`config.mk`:
```
export PLATFORM = sky130hd
export DESIGN_NAME = trh_ctrl
export DESIGN_NICKNAME = d
export VERILOG_FILES = /design/src/verilog/trh_pkg.sv /design/src/verilog/trh_ctrl.sv /design/src/verilog/trh_div.sv /design/src/verilog/trh_sync.sv
export SDC_FILE = /design/constraint.sdc
export NUM_CORES = 1
export LEC_CHECK = 0
export ABC_AREA = 1
export ABC_CLOCK_PERIOD_IN_PS = 1900
export BUFFER_PORTS_ARGS = -buffer_cell sky130_fd_sc_hd__buf_2
export CORE_MARGIN = 3
export CORE_UTILIZATION = 53
export DETAILED_ROUTE_END_ITERATION = 7
export PLACE_DENSITY = 0.77
export REMOVE_ABC_BUFFERS = 1
export SYNTH_ARGS = -nofsm -noshare
export SYNTH_HDL_FRONTEND = slang
export SYNTH_HIERARCHICAL = 1
export SYNTH_SLANG_ARGS = --single-unit
```
`constraint.sdc`:
```
create_clock -name mclk -period 1.9 [get_ports mclk]
set_clock_uncertainty 0.05 [all_clocks]
set_input_delay 0.38 -clock mclk [delete_from_list [all_inputs] [get_ports mclk]]
set_output_delay 0.38 -clock mclk [all_outputs]
set_load 0.02 [all_outputs]
```
`src/verilog/trh_pkg.sv`:
```
// Constants and carrier types for the timer, tick, interrupt and halt block.
// Assumes one 125 MHz system clock and a synchronous active-high reset.
package trh_pkg;

  // Register byte offsets on the slave bus
  localparam logic [3:0]  OFS_COUNT  = 4'h0;
  localparam logic [3:0]  OFS_CMD    = 4'h4;
  localparam logic [3:0]  OFS_STATUS = 4'h8;
  localparam logic [3:0]  OFS_MISC   = 4'hc;

  // Program addresses handed to the sequencer
  localparam logic [11:0] VEC_RESET  = 12'h000;
  localparam logic [11:0] VEC_TIMER  = 12'h004;
  localparam logic [11:0] VEC_TICK   = 12'h008;

  // Timer reset and wrap values, output reset values
  localparam logic [7:0]  COUNT_RST  = 8'h00;
  localparam logic [7:0]  COUNT_MAX  = 8'hff;
  localparam logic [3:0]  PORT_RST   = 4'hf;
  localparam logic [1:0]  BUZZ_IDLE  = 2'h3;

  // Crystal edges per 256 Hz tick (32768 / 256)
  localparam int          XTAL_PER_TICK = 128;

  // Command register, one bit per sequencer command
  typedef struct packed {
    logic halt;
    logic jump_ovf;
    logic int_return;
    logic sub_return;
    logic sub_call;
    logic int_disable;
    logic int_enable;
    logic timer_stop;
    logic timer_run;
  } trh_cmd_t;

  // Status register image
  typedef struct packed {
    logic jump_taken;
    logic carry_saved;
    logic halted;
    logic timer_running;
    logic isr_active;
    logic in_call;
    logic int_enabled;
    logic tick_pending;
    logic overflow_flag;
  } trh_stat_t;

  // Port, display and sound control register
  typedef struct packed {
    logic       sound_on;
    logic       single_play_mode;
    logic       display_enable;
    logic [3:0] port;
  } trh_misc_t;

  localparam trh_misc_t MISC_RST = '{sound_on: 1'b0, single_play_mode: 1'b1,
                                     display_enable: 1'b0, port: PORT_RST};

endpackage

```
`src/verilog/trh_ctrl.sv`:
```
// Timer, real-time tick, interrupt arbitration, stack and halt control.
// Assumes the instruction sequencer issues commands by bus writes, follows
// pc_load / carry_load pulses, and stops on sys_clock_stop.
`timescale 1ns/1ps
module trh_ctrl #(
  parameter bit         TIMER_EXT = 1'b0,  // Count the external pin
  parameter int         TIMER_N   = 0,     // Internal divide, 0..13
  parameter int         RTC_N     = 0,     // Tick divide, 0..7
  parameter logic [6:0] WAKE_MASK = 7'h7f  // Pins allowed to wake
) (
  input  wire logic        mclk,
  input  wire logic        srst,
  input  wire logic [3:0]  avs_address,
  input  wire logic        avs_read,
  input  wire logic        avs_write,
  input  wire logic [31:0] avs_writedata,
  input  wire logic [3:0]  avs_byteenable,
  output logic      [31:0] avs_readdata,
  output logic             avs_waitrequest,
  input  wire logic        timer_ext_clock_pin,
  input  wire logic        xtal_clk_pin,
  input  wire logic [2:0]  wake_input_port_m,
  input  wire logic [3:0]  wake_input_port_s,
  input  wire logic        buzz_tone,
  input  wire logic [11:0] seq_pc,
  input  wire logic        seq_carry,
  output logic             pc_load,
  output logic      [11:0] pc_load_addr,
  output logic             carry_load,
  output logic             carry_load_val,
  output logic             sys_clock_stop,
  output logic      [3:0]  general_output_port,
  output logic             display_enable,
  output logic             single_play_mode,
  output logic      [1:0]  buzzer_output
);

  typedef enum logic {ST_RUN, ST_HALT} trh_state_t;

  localparam int TMR_DIV = 1 << TIMER_N;
  localparam int RTC_DIV = trh_pkg::XTAL_PER_TICK << RTC_N;

  logic       ext_rise, xtal_rise, int_step, rtc_tick;
  logic [6:0] wake_fall;

  trh_sync #(.W(1), .RST_VAL(1'b1)) u_sync_tmr (
    .mclk (mclk),
    .srst (srst),
    .pin  (timer_ext_clock_pin),
    .rise (ext_rise),
    .fall ()
  );

  // Crystal clock sampled as an ordinary input
  trh_sync #(.W(1), .RST_VAL(1'b0)) u_sync_xtal (
    .mclk (mclk),
    .srst (srst),
    .pin  (xtal_clk_pin),
    .rise (xtal_rise),
    .fall ()
  );

  // Wake pins, pulled high when idle
  trh_sync #(.W(7), .RST_VAL(7'h7f)) u_sync_wake (
    .mclk (mclk),
    .srst (srst),
    .pin  ({wake_input_port_m, wake_input_port_s}),
    .rise (),
    .fall (wake_fall)
  );

  trh_state_t state_q, state_d;

  // internal timer clock, stopped with the system clock
  trh_div #(.DIV(TMR_DIV)) u_div_tmr (
    .mclk  (mclk),
    .srst  (srst),
    .en    (state_q == ST_RUN),
    .pulse (int_step)
  );

  trh_div #(.DIV(RTC_DIV)) u_div_rtc (
    .mclk  (mclk),
    .srst  (srst),
    .en    (xtal_rise),
    .pulse (rtc_tick)
  );

  // ------------------------------------------------------------------
  // Bus slave: answer one cycle after the request, write at that edge
  // ------------------------------------------------------------------
  logic              wait_q, wait_d;
  logic [31:0]       rdata_q, rdata_d;
  logic              commit, wr_count, wr_misc;
  trh_pkg::trh_cmd_t  cmd;
  trh_pkg::trh_stat_t stat;
  trh_pkg::trh_misc_t misc_q, misc_d;
  logic [7:0]        count_q, count_d;

  // Write decode, acting only when waitrequest is seen low
  always_comb
  begin
    commit   = avs_write && !wait_q;
    wr_count = commit && avs_address == trh_pkg::OFS_COUNT
               && avs_byteenable[0];
    wr_misc  = commit && avs_address == trh_pkg::OFS_MISC
               && avs_byteenable[0];
    if (commit && avs_address == trh_pkg::OFS_CMD
        && avs_byteenable[1:0] == 2'h3)
      cmd = trh_pkg::trh_cmd_t'(avs_writedata[8:0]);
    else
      cmd = '0;
  end

  // Read mux and waitrequest
  always_comb
  begin
    wait_d  = 1'b1;
    rdata_d = rdata_q;
    if ((avs_read || avs_write) && wait_q)
    begin
      wait_d = 1'b0;
      case (avs_address)
        trh_pkg::OFS_COUNT:  rdata_d = {24'h000000, count_q};
        trh_pkg::OFS_STATUS: rdata_d = {23'h000000, stat};
        trh_pkg::OFS_MISC:   rdata_d = {25'h0000000, misc_q};
        default:             rdata_d = 32'h00000000;
      endcase
    end
  end

  always_ff @(posedge mclk)
  begin
    if (srst)
    begin
      wait_q  <= 1'b1;
      rdata_q <= 32'h00000000;
    end
    else
    begin
      wait_q  <= wait_d;
      rdata_q <= rdata_d;
    end
  end

  assign avs_waitrequest = wait_q;
  assign avs_readdata    = rdata_q;

  // ------------------------------------------------------------------
  // Core state: timer, latches, stack, halt and sequencer outputs
  // ------------------------------------------------------------------
  logic        run_q, run_d, ovf_q, ovf_d, tick_q, tick_d;
  logic        ie_q, ie_d, call_q, call_d, isr_q, isr_d;
  logic        jtk_q, jtk_d, stk_cf_q, stk_cf_d;
  logic [11:0] stk_pc_q, stk_pc_d, addr_q, addr_d;
  logic        pcl_q, pcl_d, cl_q, cl_d, cv_q, cv_d, stop_q, stop_d;
  logic [1:0]  buzz_q, buzz_d;
  logic        timer_step, wrap, can_take, take_tick, take_ovf;
  logic [11:0] push_pc;
  logic        push_cf;

  always_comb
  begin
    stat = '{jump_taken: jtk_q, carry_saved: stk_cf_q,
             halted: state_q == ST_HALT, timer_running: run_q,
             isr_active: isr_q, in_call: call_q, int_enabled: ie_q,
             tick_pending: tick_q, overflow_flag: ovf_q};
  end

  // Next values of the core state
  always_comb
  begin
    // step on the selected clock edge
    timer_step = run_q && state_q == ST_RUN
                 && (TIMER_EXT ? ext_rise : int_step);
    wrap       = timer_step && count_q == trh_pkg::COUNT_MAX;
    // acknowledge held inside a call, while disabled, or on a command
    can_take   = ie_q && !call_q && state_q == ST_RUN && cmd == '0;
    take_tick  = can_take && tick_q;
    take_ovf   = can_take && !tick_q && ovf_q;
    // a load sent last cycle is what the sequencer now holds
    push_pc    = pcl_q ? addr_q : seq_pc;
    push_cf    = cl_q ? cv_q : seq_carry;
    count_d  = count_q;
    run_d    = run_q;
    ovf_d    = ovf_q;
    tick_d   = tick_q;
    ie_d     = ie_q;
    call_d   = call_q;
    isr_d    = isr_q;
    jtk_d    = jtk_q;
    stk_pc_d = stk_pc_q;
    stk_cf_d = stk_cf_q;
    state_d  = state_q;
    misc_d   = misc_q;
    addr_d   = addr_q;
    pcl_d    = 1'b0;
    cl_d     = 1'b0;
    cv_d     = cv_q;
    // load first, then counting resumes from that value
    if (wr_count)
      count_d = avs_writedata[7:0];
    // up count with natural wrap to 00
    else if (timer_step)
      count_d = count_q + 8'h01;
    if (cmd.timer_stop)
      run_d = 1'b0;
    else if (cmd.timer_run)
      run_d = 1'b1;
    if (cmd.int_disable)
      ie_d = 1'b0;
    else if (cmd.int_enable)
      ie_d = 1'b1;
    if (wr_misc)
      misc_d = trh_pkg::trh_misc_t'(avs_writedata[6:0]);
    // test and clear the overflow flag
    if (cmd.jump_ovf)
    begin
      jtk_d = ovf_q;
      ovf_d = 1'b0;
    end
    // plain call saves the address only
    if (cmd.sub_call)
    begin
      call_d   = 1'b1;
      stk_pc_d = push_pc;
    end
    // both returns reload the address; only one restores carry
    if (cmd.sub_return || cmd.int_return)
    begin
      call_d = 1'b0;
      isr_d  = 1'b0;
      pcl_d  = 1'b1;
      addr_d = stk_pc_q;
      cl_d   = cmd.int_return;
      cv_d   = cmd.int_return ? stk_cf_q : cv_q;
    end
    // tick entry, address and carry saved
    if (take_tick)
    begin
      tick_d   = 1'b0;
      pcl_d    = 1'b1;
      addr_d   = trh_pkg::VEC_TICK;
      call_d   = 1'b1;
      isr_d    = 1'b1;
      stk_pc_d = push_pc;
      stk_cf_d = push_cf;
    end
    else if (take_ovf)
    begin
      ovf_d    = 1'b0;
      pcl_d    = 1'b1;
      addr_d   = trh_pkg::VEC_TIMER;
      call_d   = 1'b1;
      isr_d    = 1'b1;
      stk_pc_d = push_pc;
      stk_cf_d = push_cf;
    end
    // new events set after any clear, so set wins
    if (wrap)
      ovf_d = 1'b1;
    if (rtc_tick)
      tick_d = 1'b1;
    case (state_q)
      ST_RUN:
        if (cmd.halt)
          state_d = ST_HALT;
      ST_HALT:
        if (rtc_tick || |(wake_fall & WAKE_MASK))
          state_d = ST_RUN;
      default:
        state_d = ST_RUN;
    endcase
    stop_d = state_d == ST_HALT;
    buzz_d = (stop_d || !misc_d.sound_on) ? trh_pkg::BUZZ_IDLE
             : {~buzz_tone, buzz_tone};
  end

  // reset values, reset restarts at 000
  always_ff @(posedge mclk)
  begin
    if (srst)
    begin
      count_q  <= trh_pkg::COUNT_RST;
      run_q    <= 1'b0;
      ovf_q    <= 1'b0;
      tick_q   <= 1'b0;
      ie_q     <= 1'b0;
      call_q   <= 1'b0;
      isr_q    <= 1'b0;
      jtk_q    <= 1'b0;
      stk_pc_q <= trh_pkg::VEC_RESET;
      stk_cf_q <= 1'b0;
      state_q  <= ST_RUN;
      misc_q   <= trh_pkg::MISC_RST;
      addr_q   <= trh_pkg::VEC_RESET;
      pcl_q    <= 1'b1;
      cl_q     <= 1'b1;
      cv_q     <= 1'b0;
      stop_q   <= 1'b0;
      buzz_q   <= trh_pkg::BUZZ_IDLE;
    end
    else
    begin
      count_q  <= count_d;
      run_q    <= run_d;
      ovf_q    <= ovf_d;
      tick_q   <= tick_d;
      ie_q     <= ie_d;
      call_q   <= call_d;
      isr_q    <= isr_d;
      jtk_q    <= jtk_d;
      stk_pc_q <= stk_pc_d;
      stk_cf_q <= stk_cf_d;
      state_q  <= state_d;
      misc_q   <= misc_d;
      addr_q   <= addr_d;
      pcl_q    <= pcl_d;
      cl_q     <= cl_d;
      cv_q     <= cv_d;
      stop_q   <= stop_d;
      buzz_q   <= buzz_d;
    end
  end

  // Outputs straight from flops
  assign pc_load             = pcl_q;
  assign pc_load_addr        = addr_q;
  assign carry_load          = cl_q;
  assign carry_load_val      = cv_q;
  assign sys_clock_stop      = stop_q;
  assign general_output_port = misc_q.port;
  assign display_enable      = misc_q.display_enable;
  assign single_play_mode    = misc_q.single_play_mode;
  assign buzzer_output       = buzz_q;
endmodule

```
`src/verilog/trh_div.sv`:
```
// Enable-driven divider: one pulse per DIV enabled cycles.
// Assumes en is a single-cycle or level enable on mclk.
`timescale 1ns/1ps
module trh_div #(
  parameter int DIV = 1
) (
  input  wire logic mclk,
  input  wire logic srst,
  input  wire logic en,
  output logic      pulse
);

  localparam int CW = (DIV > 1) ? $clog2(DIV) : 1;
  localparam logic [CW-1:0] LAST = CW'(DIV - 1);

  logic [CW-1:0] cnt_q, cnt_d;
  logic          pulse_d;

  // Count enabled cycles and wrap at the last one
  always_comb
  begin
    cnt_d   = cnt_q;
    pulse_d = 1'b0;
    if (en)
    begin
      if (cnt_q == LAST)
      begin
        cnt_d   = '0;
        pulse_d = 1'b1;
      end
      else
      begin
        cnt_d = cnt_q + CW'(1);
      end
    end
  end

  // Register count and pulse
  always_ff @(posedge mclk)
  begin
    if (srst)
    begin
      cnt_q <= '0;
      pulse <= 1'b0;
    end
    else
    begin
      cnt_q <= cnt_d;
      pulse <= pulse_d;
    end
  end

endmodule

```
`src/verilog/trh_sync.sv`:
```
// Three-stage pin synchroniser with agreement filter and edge pulses.
// Assumes the pins are asynchronous to mclk.
`timescale 1ns/1ps
module trh_sync #(
  parameter int         W       = 1,
  parameter logic [W-1:0] RST_VAL = '1
) (
  input  wire logic         mclk,
  input  wire logic         srst,
  input  wire logic [W-1:0] pin,
  output logic      [W-1:0] rise,
  output logic      [W-1:0] fall
);

  logic [W-1:0] s1_q, s2_q, s3_q, stab_q, stab_d;

  // Level accepted only once stages two and three agree
  always_comb
  begin
    stab_d = (s2_q & s3_q) | (stab_q & (s2_q | s3_q));
  end

  // Shift chain, filtered level and edge pulses
  always_ff @(posedge mclk)
  begin
    if (srst)
    begin
      s1_q   <= RST_VAL;
      s2_q   <= RST_VAL;
      s3_q   <= RST_VAL;
      stab_q <= RST_VAL;
      rise   <= '0;
      fall   <= '0;
    end
    else
    begin
      s1_q   <= pin;
      s2_q   <= s1_q;
      s3_q   <= s2_q;
      stab_q <= stab_d;
      rise   <= stab_d & ~stab_q;
      fall   <= ~stab_d & stab_q;
    end
  end

endmodule
```
==> results by group, run 1 <==
STA
  – Slew margin rel.: 63.2%
  – Setup-failing EPs final: 0
  – Tcrit/Tclk final: 92.5%
  – Hold Fails Final Rpt: 0
  – Max Freq: 0.569 GHz
  – Slew Limit Fails: 0
  – RSZ-0062 raised after global routing: no
  – Worst slew pin tran: 0.552 ns
  – Minimum clock period: 1.76 ns
  – Setup TNS: 0 ns

Flow run
  – Max-Cap Viols: 0

Outcome
  – Status: finished, final reports clean

Die
  – Core box area: 0.00876 mm²
  – DIE WIDTH: 101 µm
  – Die height: 101 µm
  – Initial core utilization: 54.8%
  – Site Rows: 34
  – Area of the die: 0.0102 mm²
  – I/O pin count: 124

Critical path
  – Critical path type: reg -> out
  – CP required: 1.47 ns
  – Top delay family on crit path: flip-flops
  – Worst-path fanout max: 13
  – WP data arrival: 1.33 ns
  – Crit-path slowest cell: dfxtp_1
  – Critical path endpoint category: output port
  – Worst path cell trace: buf_2
  – Levels on crit path: 1
  – CP max stage delay: 0.69 ns
  – Worst Setup Start Kind: flip-flop
  – Buf/Inv on CP: 1
  – Reg2Reg Depth: 10

Synth
  – Post-Syn Area: 0.00481 mm²
  – Synth warn: 6
  – Post-synthesis average cell area: 7.98 µm²
  – Syn Inst Count: 602

GRT
  – Initial antenna violation count: 0
  – Vias in the first global route: 3695
  – First-pass GRT wire length: 16900 µm
  – Total track usage: 20.6%
  – Pin count of the biggest net entering global routing: 27
  – GRT overflow: 0

Clock tree
  – CTS-repair resized insts: 0
  – H-tree depth: 3
  – Cts hold-fix bufs: 0
  – Post-CTS Setup Bufs: 0
  – Number of CTS-inserted buffers: 9
  – Worst-Skew Late Latency: 0.37 ns
  – CTS Root Cell: clkbuf_8
  – Clock Path Buffers: 2
  – TritonCTS clock tree: built
  – Clock Sinks: 112
  – CTS clk-pin slew, worst paths: 0.11 ns

Placed design
  – Area after DPL: 0.00525 mm²
  – GPL Wtd Cong: 0.940
  – PortBufs: 74
  – Placed wire-length estimate: 7670 µm

Routing
  – DR iter-0 viols: 124
  – Drt wl/cell: 12.7 µm
  – First-pass iteration count of the detailed router: 5
  – # DRC: 0
  – Post-DRT Antenna Nets: 0
  – Routed met3 length: 559 µm
  – Vias: 3946
  – Via density per instance: 4.93
  – Met2 wire len: 5140 µm
  – Met1 Wirelength: 4400 µm
  – Final wirelength: 10200 µm
  – Uppermost layer routed: met4

Finish
  – Layout area overhead: 13.5%
  – Share of cells above drive strength 1: 22.5%
  – Finished Core Util: 62.2%
  – Nets: 757
  – Ant diodes: 0
  – Design Area, Final: 0.00545 mm²

Pwr
  – Comb pwr share: 6.5%
  – Flop pwr share: 58.6%
  – Power after layout: 4100 µW
  – Max rail drop VDD: 573 µV
  – Cell Pwr Density: 751 mW/mm²
  – Leak pwr: 0.00250 µW
  – Internal cell power: 3030 µW
  – Sw power: 1070 µW
  – Switching share of power: 26.1%
  – Clock share of power: 35.0%

Worst hold path
  – Hold Crit Class: in -> reg
  – WHS Path Cells: 2
[state kept, by name, indices dropped and copies added (netlist names), 7 cells and up]
name and count:
u_sync_wake/s1_q 7, u_sync_wake/s2_q 7, u_sync_wake/s3_q 7, pc_load_addr 12, u_sync_wake/fall 7, u_sync_wake/stab_q 7, avs_readdata 9, u_div_rtc/cnt_q 7
count_q 8, stk_pc_q 12
[path summary, 6_finish.rpt]
kind                                       endpoint  slack, ns                  from
worst min register to register  u_sync_wake/s2_q[0]       0.37   u_sync_wake/s1_q[0]
worst max-delay path                        pc_load       0.14               pc_load
worst max register to register          stk_pc_q[8]       0.18       avs_waitrequest
worst min-delay path            u_sync_wake/s1_q[2]       0.12  wake_input_port_s[2]
[power by group through the flow]
stage	clock network, µW	registers, µW	logic [µW]
after floorplan	0	2460	134
after global placement	0	2450	260
after detailed placement	0	2450	264
after CTS	1470	2400	265
after global routing	1570	2400	294
final	1430	2400	265
[metal layers]
metal	vias up	global-route usage, %
met2	109	36.5
met5	-	0
met1	1797	25.5
met3	6	4.41
met4	0	5.52
li1	2034	-
[layout by cell type (no fill, tap or decap), types with 3 or more instances in the layout]
cell	n
clkbuf_8	10
conb_1	23
o21ai_0	12
xor2_1	5
or2_1	19
nor2_1	68
mux2_2	12
nand3_1	22
nand3b_1	14
inv_2	4
dfxtp_1	112
nand2_1	138
inv_1	52
o211ai_1	11
buf_4	25
nor2_2	8
nand2_2	4
buf_2	74
nor3_1	6
a221oi_1	3
a21oi_1	34
[metrics by stage]
stage / cells / hold WS, ns / setup WS [ns]
floorplan: 578 / 0.333 / 0.0272
global placement: 785 / 0.336 / 0.0527
detailed placement: 785 / 0.341 / 0.0172
CTS: 801 / 0.102 / 0.100
global route: 801 / 0.0979 / 0.0160
finish: 801 / 0.122 / 0.143
[area by class of cell]
class / instances / area, µm²
clock inverter: 6 / 70.1
clock buffer: 10 / 138
tap: 108 / 135
sequential: 112 / 2240
fill: 798 / 3310
inverter: 57 / 214
timing repair buffer: 99 / 558
multi-input combinational: 409 / 2100
Note: power is estimated with default switching activity, not from simulation.
==> inputs of run 2 (changes only) <==
--- a/config.mk
+++ b/config.mk
@@ -6,11 +6,12 @@
 export NUM_CORES = 1
 export LEC_CHECK = 0
 export ABC_AREA = 1
-export ABC_CLOCK_PERIOD_IN_PS = 1900
+export ABC_CLOCK_PERIOD_IN_PS = 1870
 export BUFFER_PORTS_ARGS = -buffer_cell sky130_fd_sc_hd__buf_2
 export CORE_MARGIN = 3
 export CORE_UTILIZATION = 53
 export DETAILED_ROUTE_END_ITERATION = 7
+export MAX_ROUTING_LAYER = met4
 export PLACE_DENSITY = 0.77
 export REMOVE_ABC_BUFFERS = 1
 export SYNTH_ARGS = -nofsm -noshare
==> constraint.sdc (replaced) <==
create_clock -name mclk -period 1.87 [get_ports mclk]
set_clock_uncertainty 0.05 [all_clocks]
set_input_delay 0.374 -clock mclk [delete_from_list [all_inputs] [get_ports mclk]]
set_output_delay 0.374 -clock mclk [all_outputs]
set_load 0.02 [all_outputs]
==> run 2 against run 1 <==
  * Final area is 1.1% higher
  * Setup slack got worse by 0.055 ns
  * First-iteration DRC count shrank 0.81%
  * Non-clock buffer count up 4
  * Critical path type unchanged
  * Critical endpoint unchanged
  * Largest cell class unchanged
==> results by group, run 2 (synthesis gave the netlist of run 1 again) <==
STA
  – Minimum hold slack: 0.112 ns (-0.00967 ns)
  – Setup TNS: 0 ns (unchanged)
  – Setup-failing EPs final: 0 (unchanged)
  – Setup WS post-layout: 0.0881 ns (-0.0551 ns)
  – RSZ-0062 raised after global routing: no
  – Max Freq: 0.561 GHz
  – Worst slew pin tran: 0.582 ns (+0.0309 ns)
  – Minimum clock period: 1.78 ns
  – Hold Fails Final Rpt: 0 (unchanged)
  – Slew margin rel.: 61.1% (-2.1 points)
  – Tcrit/Tclk final: 95.3%
  – Slew Limit Fails: 0 (unchanged)

Routing
  – Final wirelength: 10100 µm (-0.55%)
  – DR iter-0 viols: 123 (-0.81%)
  – First-pass iteration count of the detailed router: 4 (-1)
  – Vias: 3966 (+0.51%)
  – Drt wl/cell: 12.6 µm (-1.0%)
  – Routed met3 length: 629 µm (+13%)
  – Uppermost layer routed: met4
  – Post-DRT Antenna Nets: 0 (unchanged)
  – Met1 Wirelength: 4320 µm (-1.7%)
  – Met2 wire len: 5030 µm (-2.2%)
  – # DRC: 0 (unchanged)
  – Via density per instance: 4.93 (about the same)

Clock tree
  – Cts hold-fix bufs: 0 (unchanged)
  – Worst-Skew Late Latency: 0.37 ns (about the same)
  – CTS Root Cell: clkbuf_8
  – CTS clk-pin slew, worst paths: 0.11 ns (about the same)
  – Clock Sinks: 112 (unchanged)
  – TritonCTS clock tree: built
  – Number of CTS-inserted buffers: 9 (unchanged)
  – H-tree depth: 3 (unchanged)
  – Clock Path Buffers: 2 (unchanged)

Finish
  – Nets: 761 (+0.53%)
  – Most frequent cells in the layout: nand2_1 (138), dfxtp_1 (112), buf_2 (74), nor2_1 (67), inv_1 (52)
  – Layout filler cell count: 783 (-1.9%)
  – Layout area overhead: 14.7%
  – Share of cells above drive strength 1: 23.2% (+0.73 points)
  – Most common cell after layout, fill and taps aside: nand2_1
  – Ant diodes: 0 (unchanged)
  – Multi-input logic area: 0.00210 mm² (+0.18%)
  – FF+latch area: 0.00224 mm² (unchanged)

Critical path
  – Levels on crit path: 1 (unchanged)
  – Crit-path slowest cell: dfxtp_1
  – Top delay family on crit path: flip-flops
  – Worst Setup Start Kind: flip-flop
  – Reg2Reg Depth: 10 (unchanged)
  – WP data arrival: 1.36 ns (+0.03 ns)
  – CP required: 1.45 ns (-0.02 ns)
  – Worst-path fanout max: 13 (unchanged)
  – CP max stage delay: 0.71 ns (+0.02 ns)
  – Worst path cell trace: buf_2
  – Critical path endpoint category: output port
  – Buf/Inv on CP: 1 (unchanged)
  – Critical path type: reg -> out

Die
  – Area of the die: 0.0102 mm² (unchanged)
  – Die height: 101 µm (unchanged)
  – Site Rows: 34 (unchanged)
  – Core box area: 0.00876 mm² (unchanged)
  – I/O pin count: 124 (unchanged)
  – DIE WIDTH: 101 µm (unchanged)
  – Initial core utilization: 54.8% (unchanged)

Pwr
  – Max rail drop VDD: 627 µV (+9.5%)
  – Cell Pwr Density: 774 mW/mm² (+3.1%)
  – Leak pwr: 0.00253 µW (+1.2%)

Placed design
  – GPL Wtd Cong: 0.968 (+3.0%)
  – Pre-CTS setup slack: -0.0291 ns (-0.0464 ns)
  – Placed wire-length estimate: 7710 µm (+0.41%)
  – PortBufs: 74 (unchanged)

GRT
  – GRT overflow: 0 (unchanged)
  – Pin count of the biggest net entering global routing: 29 (+7.4%)
  – First-pass GRT wire length: 16300 µm (-3.5%)
  – Total track usage: 20.6% (-0.096 points)
  – Initial antenna violation count: 0 (unchanged)
  – Vias in the first global route: 3525 (-4.6%)

Worst hold path
  – Hold Crit Class: in -> reg
  – WHS Path Cells: 2 (unchanged)

Flow run
  – Max-Cap Viols: 0 (unchanged)

Outcome
  – Status: finished, final reports clean
run 2: worst paths after layout:
| path | slack (ns) | from | to |
|---|---|---|---|
| max | 0.09 | pc_load | pc_load |
| min | 0.11 | buzz_tone | buzzer_output[1] |
| max reg2reg | 0.14 | avs_waitrequest | stk_pc_q[9] |
| min reg2reg | 0.36 | u_sync_wake/s1_q[0] | u_sync_wake/s2_q[0] |
run 2: area by class of cell:
| class | instances | share of cell area, % |
|---|---|---|
| Tap cell | 108 | 2.45 |
| Multi-Input combinational cell | 409 | 38.1 |
| Sequential cell | 112 | 40.7 |
| Clock buffer | 9 | 2.25 |
| Clock inverter | 7 | 1.95 |
| Inverter | 57 | 3.88 |
| Timing Repair Buffer | 103 | 10.7 |
run 2: where the power goes:
| part | internal (µW) | total, µW | leakage [µW] | switching [µW] |
|---|---|---|---|---|
| Clock | 670 | 1560 | 0.000114 | 889 |
| Combinational | 97.5 | 272 | 0.00151 | 174 |
| Sequential | 2420 | 2440 | 0.000909 | 19.9 |
run 2: repair_timing:
item / CTS / global route
endpoints found under the hold margin: 0 / 0
endpoints found under the setup margin: 0 / 5
buffers inserted: 0 / 0
resized for setup: 0 / 2
run 2: routing by layer:
| layer | up-vias | track usage, % |
|---|---|---|
| met5 | - | - |
| met4 | 0 | 6.34 |
| met3 | 11 | 4.34 |
| met2 | 106 | 34.8 |
| met1 | 1808 | 24.5 |
| li1 | 2041 | - |
run 2: metrics by stage:
| step | instance area (µm²) | power (µW) | std cells | util, % |
|---|---|---|---|---|
| 6_report | 5510 | 4270 | 805 | 62.9 |
| 2_1_floorplan | 4550 | 2630 | 578 | - |
| 4_1_cts | 5510 | 4320 | 805 | 62.8 |
| 3_3_place_gp | 5280 | 2760 | 789 | 60.2 |
| 3_5_place_dp | 5280 | 2760 | 789 | 60.2 |
| 5_1_grt | 5510 | 4430 | 805 | 62.9 |
==> inputs of run 3 (changes only) <==
--- a/config.mk
+++ b/config.mk
@@ -8,11 +8,13 @@
 export ABC_AREA = 1
 export ABC_CLOCK_PERIOD_IN_PS = 1870
 export BUFFER_PORTS_ARGS = -buffer_cell sky130_fd_sc_hd__buf_2
+export CELL_PAD_IN_SITES_DETAIL_PLACEMENT = 1
+export CELL_PAD_IN_SITES_GLOBAL_PLACEMENT = 1
 export CORE_MARGIN = 3
-export CORE_UTILIZATION = 53
+export CORE_UTILIZATION = 39
 export DETAILED_ROUTE_END_ITERATION = 7
 export MAX_ROUTING_LAYER = met4
-export PLACE_DENSITY = 0.77
+export PLACE_DENSITY = 0.78
 export REMOVE_ABC_BUFFERS = 1
 export SYNTH_ARGS = -nofsm -noshare
 export SYNTH_HDL_FRONTEND = slang
==> run 3 against run 2 <==
  * Sequential share of layout area decreased by 1.2 points
  * Final area up 3.0%
  * Non-clock buffer count grew 5
  * Critical endpoint is now stk_pc_q[3]
  * Highest routed layer unchanged
==> results by group, run 3 (synthesis gave the netlist of run 1 again) <==
GRT
  – Met3 usage: 4.63% (+0.29 points)
  – First-pass GRT wire length: 19900 µm (+22%)
  – Met2 GRT Util: 33.6% (-1.2 points)
  – GRT overflow: 0 (unchanged)
  – Grt met1 use: 21.6% (-2.9 points)
  – Initial antenna violation count: 0 (unchanged)
  – Total track usage: 19.1% (-1.5 points)
  – Pin count of the biggest net entering global routing: 35 (+21%)
  – Vias in the first global route: 4262 (+21%)
  – GR peak layer: met2

Clock tree
  – Worst-Skew Late Latency: 0.35 ns (-0.02 ns)
  – TritonCTS clock tree: built
  – CTS clk-pin slew, worst paths: 0.07 ns (-0.04 ns)
  – H-tree depth: 3 (unchanged)
  – Number of CTS-inserted buffers: 9 (unchanged)
  – Cts hold-fix bufs: 0 (unchanged)
  – Clock Path Buffers: 2 (unchanged)
  – Clock Sinks: 112 (unchanged)
  – CTS Root Cell: clkbuf_16

Worst hold path
  – Hold Crit Class: in -> reg

STA
  – Slew Limit Fails: 0 (unchanged)
  – Tcrit/Tclk final: 91.6% (-3.7 points)
  – Hold Fails Final Rpt: 0 (unchanged)
  – RSZ-0062 raised after global routing: no
  – Max Freq: 0.584 GHz (+4.0%)
  – Minimum clock period: 1.71 ns (-0.0691 ns)
  – Setup-failing EPs final: 0 (unchanged)

Placed design
  – GPL Wtd Cong: 0.947 (-2.2%)
  – Area after DPL: 0.00537 mm² (+1.8%)
  – Inst Count DP: 829 (+5.1%)
  – PortBufs: 74 (unchanged)
  – Placed wire-length estimate: 9370 µm (+22%)

Finish
  – Share of cells above drive strength 1: 23.5% (+0.26 points)
  – Layout filler cell count: 1473 (+88%)
  – Layout area overhead: 18.1%
  – Most frequent cells in the layout: nand2_1 (138), dfxtp_1 (112), buf_2 (74), nor2_1 (67), inv_1 (52)
  – Most common cell after layout, fill and taps aside: nand2_1
  – Ant diodes: 0 (unchanged)
  – Multi-input logic area: 0.00210 mm² (unchanged)
  – FF+latch area: 0.00224 mm² (unchanged)
  – Design Area, Final: 0.00568 mm² (+3.0%)
  – Non-Filler Instances: 845 (+5.0%)
  – Nets: 766 (+0.66%)

Critical path
  – Crit-path slowest cell: dfxtp_1
  – CP required: 2.06 ns (+0.61 ns)
  – Worst-path fanout max: 12 (-1)
  – Buf/Inv on CP: 2 (+1)
  – Top delay family on crit path: simple AND/OR/NAND/NOR gates
  – Critical path type: reg -> reg
  – Critical path endpoint category: flip-flop
  – CP max stage delay: 0.35 ns (-0.36 ns)
  – Worst path cell trace: inv_1 -> nand2_1 -> nor2_2 -> o211ai_1 -> nand2_1 -> nor2_2 -> o211ai_4 -> nand2_4 -> clkinv_2 -> nor2_1 -> nor2_1
  – WP data arrival: 1.90 ns (+0.54 ns)
  – Reg2reg setup slack: 0.16 ns (+0.02 ns)
  – Worst Setup Start Kind: flip-flop

Routing
  – Post-DRT Antenna Nets: 0 (unchanged)
  – First-pass iteration count of the detailed router: 4 (unchanged)
  – Via density per instance: 4.92 (-0.19%)
  – # DRC: 0 (unchanged)
  – DR iter-0 viols: 187 (+52%)
  – Final wirelength: 12300 µm (+22%)
  – Drt wl/cell: 14.5 µm (+16%)
  – Vias: 4155 (+4.8%)

Die
  – Area of the die: 0.0137 mm² (+34%)
  – I/O pin count: 124 (unchanged)
  – Die height: 117 µm (+16%)
  – Initial core utilization: 41.0% (-14 points)
  – Core box area: 0.0117 mm² (+34%)
  – DIE WIDTH: 117 µm (+16%)
  – Site Rows: 39 (+15%)

Pwr
  – Leak pwr: 0.00259 µW (+2.3%)
  – Cell Pwr Density: 822 mW/mm² (+6.1%)
  – Max rail drop VDD: 781 µV (+25%)

Outcome
  – Status: finished, final reports clean

Flow run
  – Max-Cap Viols: 0 (unchanged)
==> run 3: cell types whose count changed in the layout (fill, tap and decap cells not counted), sizes merged <==
| cell | delta |
|---|---|
| clkinv | -1 |
| buf | +5 |
| inv | -2 |
| clkinvlp | +1 |
| clkbuf | +2 |
==> run 3: final cells by class <==
| type | instances | area share, % |
|---|---|---|
| timing repair buffer | 108 | 11.3 |
| tap | 143 | 3.15 |
| sequential | 112 | 39.5 |
| clock inverter | 5 | 1.17 |
| clock buffer | 11 | 4.10 |
| multi-input combinational | 409 | 37.0 |
| inverter | 57 | 3.79 |
==> run 3: routing by layer <==
layer | share of wire (%) | vias up | wire length, µm
met4 | 1.4 | 0 | 176
met2 | 51 | 96 | 6260
met1 | 43 | 1992 | 5230
met5 | 0 | - | 0
li1 | - | 2052 | -
met3 | 5.1 | 15 | 624
==> run 3: worst paths after layout <==
| check | from | end | depth (start not counted) |
|---|---|---|---|
| setup / recovery | avs_waitrequest | stk_pc_q[3] | 11 |
| hold / removal | wake_input_port_s[0] | u_sync_wake/s1_q[0] | 2 |
| setup reg to reg | avs_waitrequest | stk_pc_q[3] | 11 |
| hold reg to reg | u_sync_wake/s1_q[2] | u_sync_wake/s2_q[2] | 1 |
==> run 3: per-stage QoR <==
stage / hold slack [ns] / TNS [ns] / power [µW] / setup WS (ns) / util (%)
6_report: 0.154 / 0 / 4670 / 0.157 / 48.5
4_1_cts: 0.138 / 0 / 4740 / 0.0352 / 48.4
2_1_floorplan: 0.333 / -0.00280 / 2630 / -0.00280 / -
3_5_place_dp: 0.341 / -0.771 / 2780 / -0.0933 / 45.9
3_3_place_gp: 0.336 / 0 / 2770 / 0.00773 / 45.9
5_1_grt: 0.133 / 0 / 4870 / 0.0152 / 48.5
==> run 3: what timing repair did <==
| action | in CTS | in global routing |
|---|---|---|
| setup endpoints to repair | 0 | 26 |
| buffers inserted | 0 | 0 |
| resized for setup | 0 | 4 |
| endpoints found under the hold margin | 0 | 0 |
==> run 3: power breakdown <==
part	total [µW]	internal (µW)	switching [µW]	leakage, µW
Clock	1940	1060	881	0.000142
Sequential	2430	2420	16.6	0.000909
Combinational	296	105	191	0.00154
Total	4670	3580	1090	0.00259
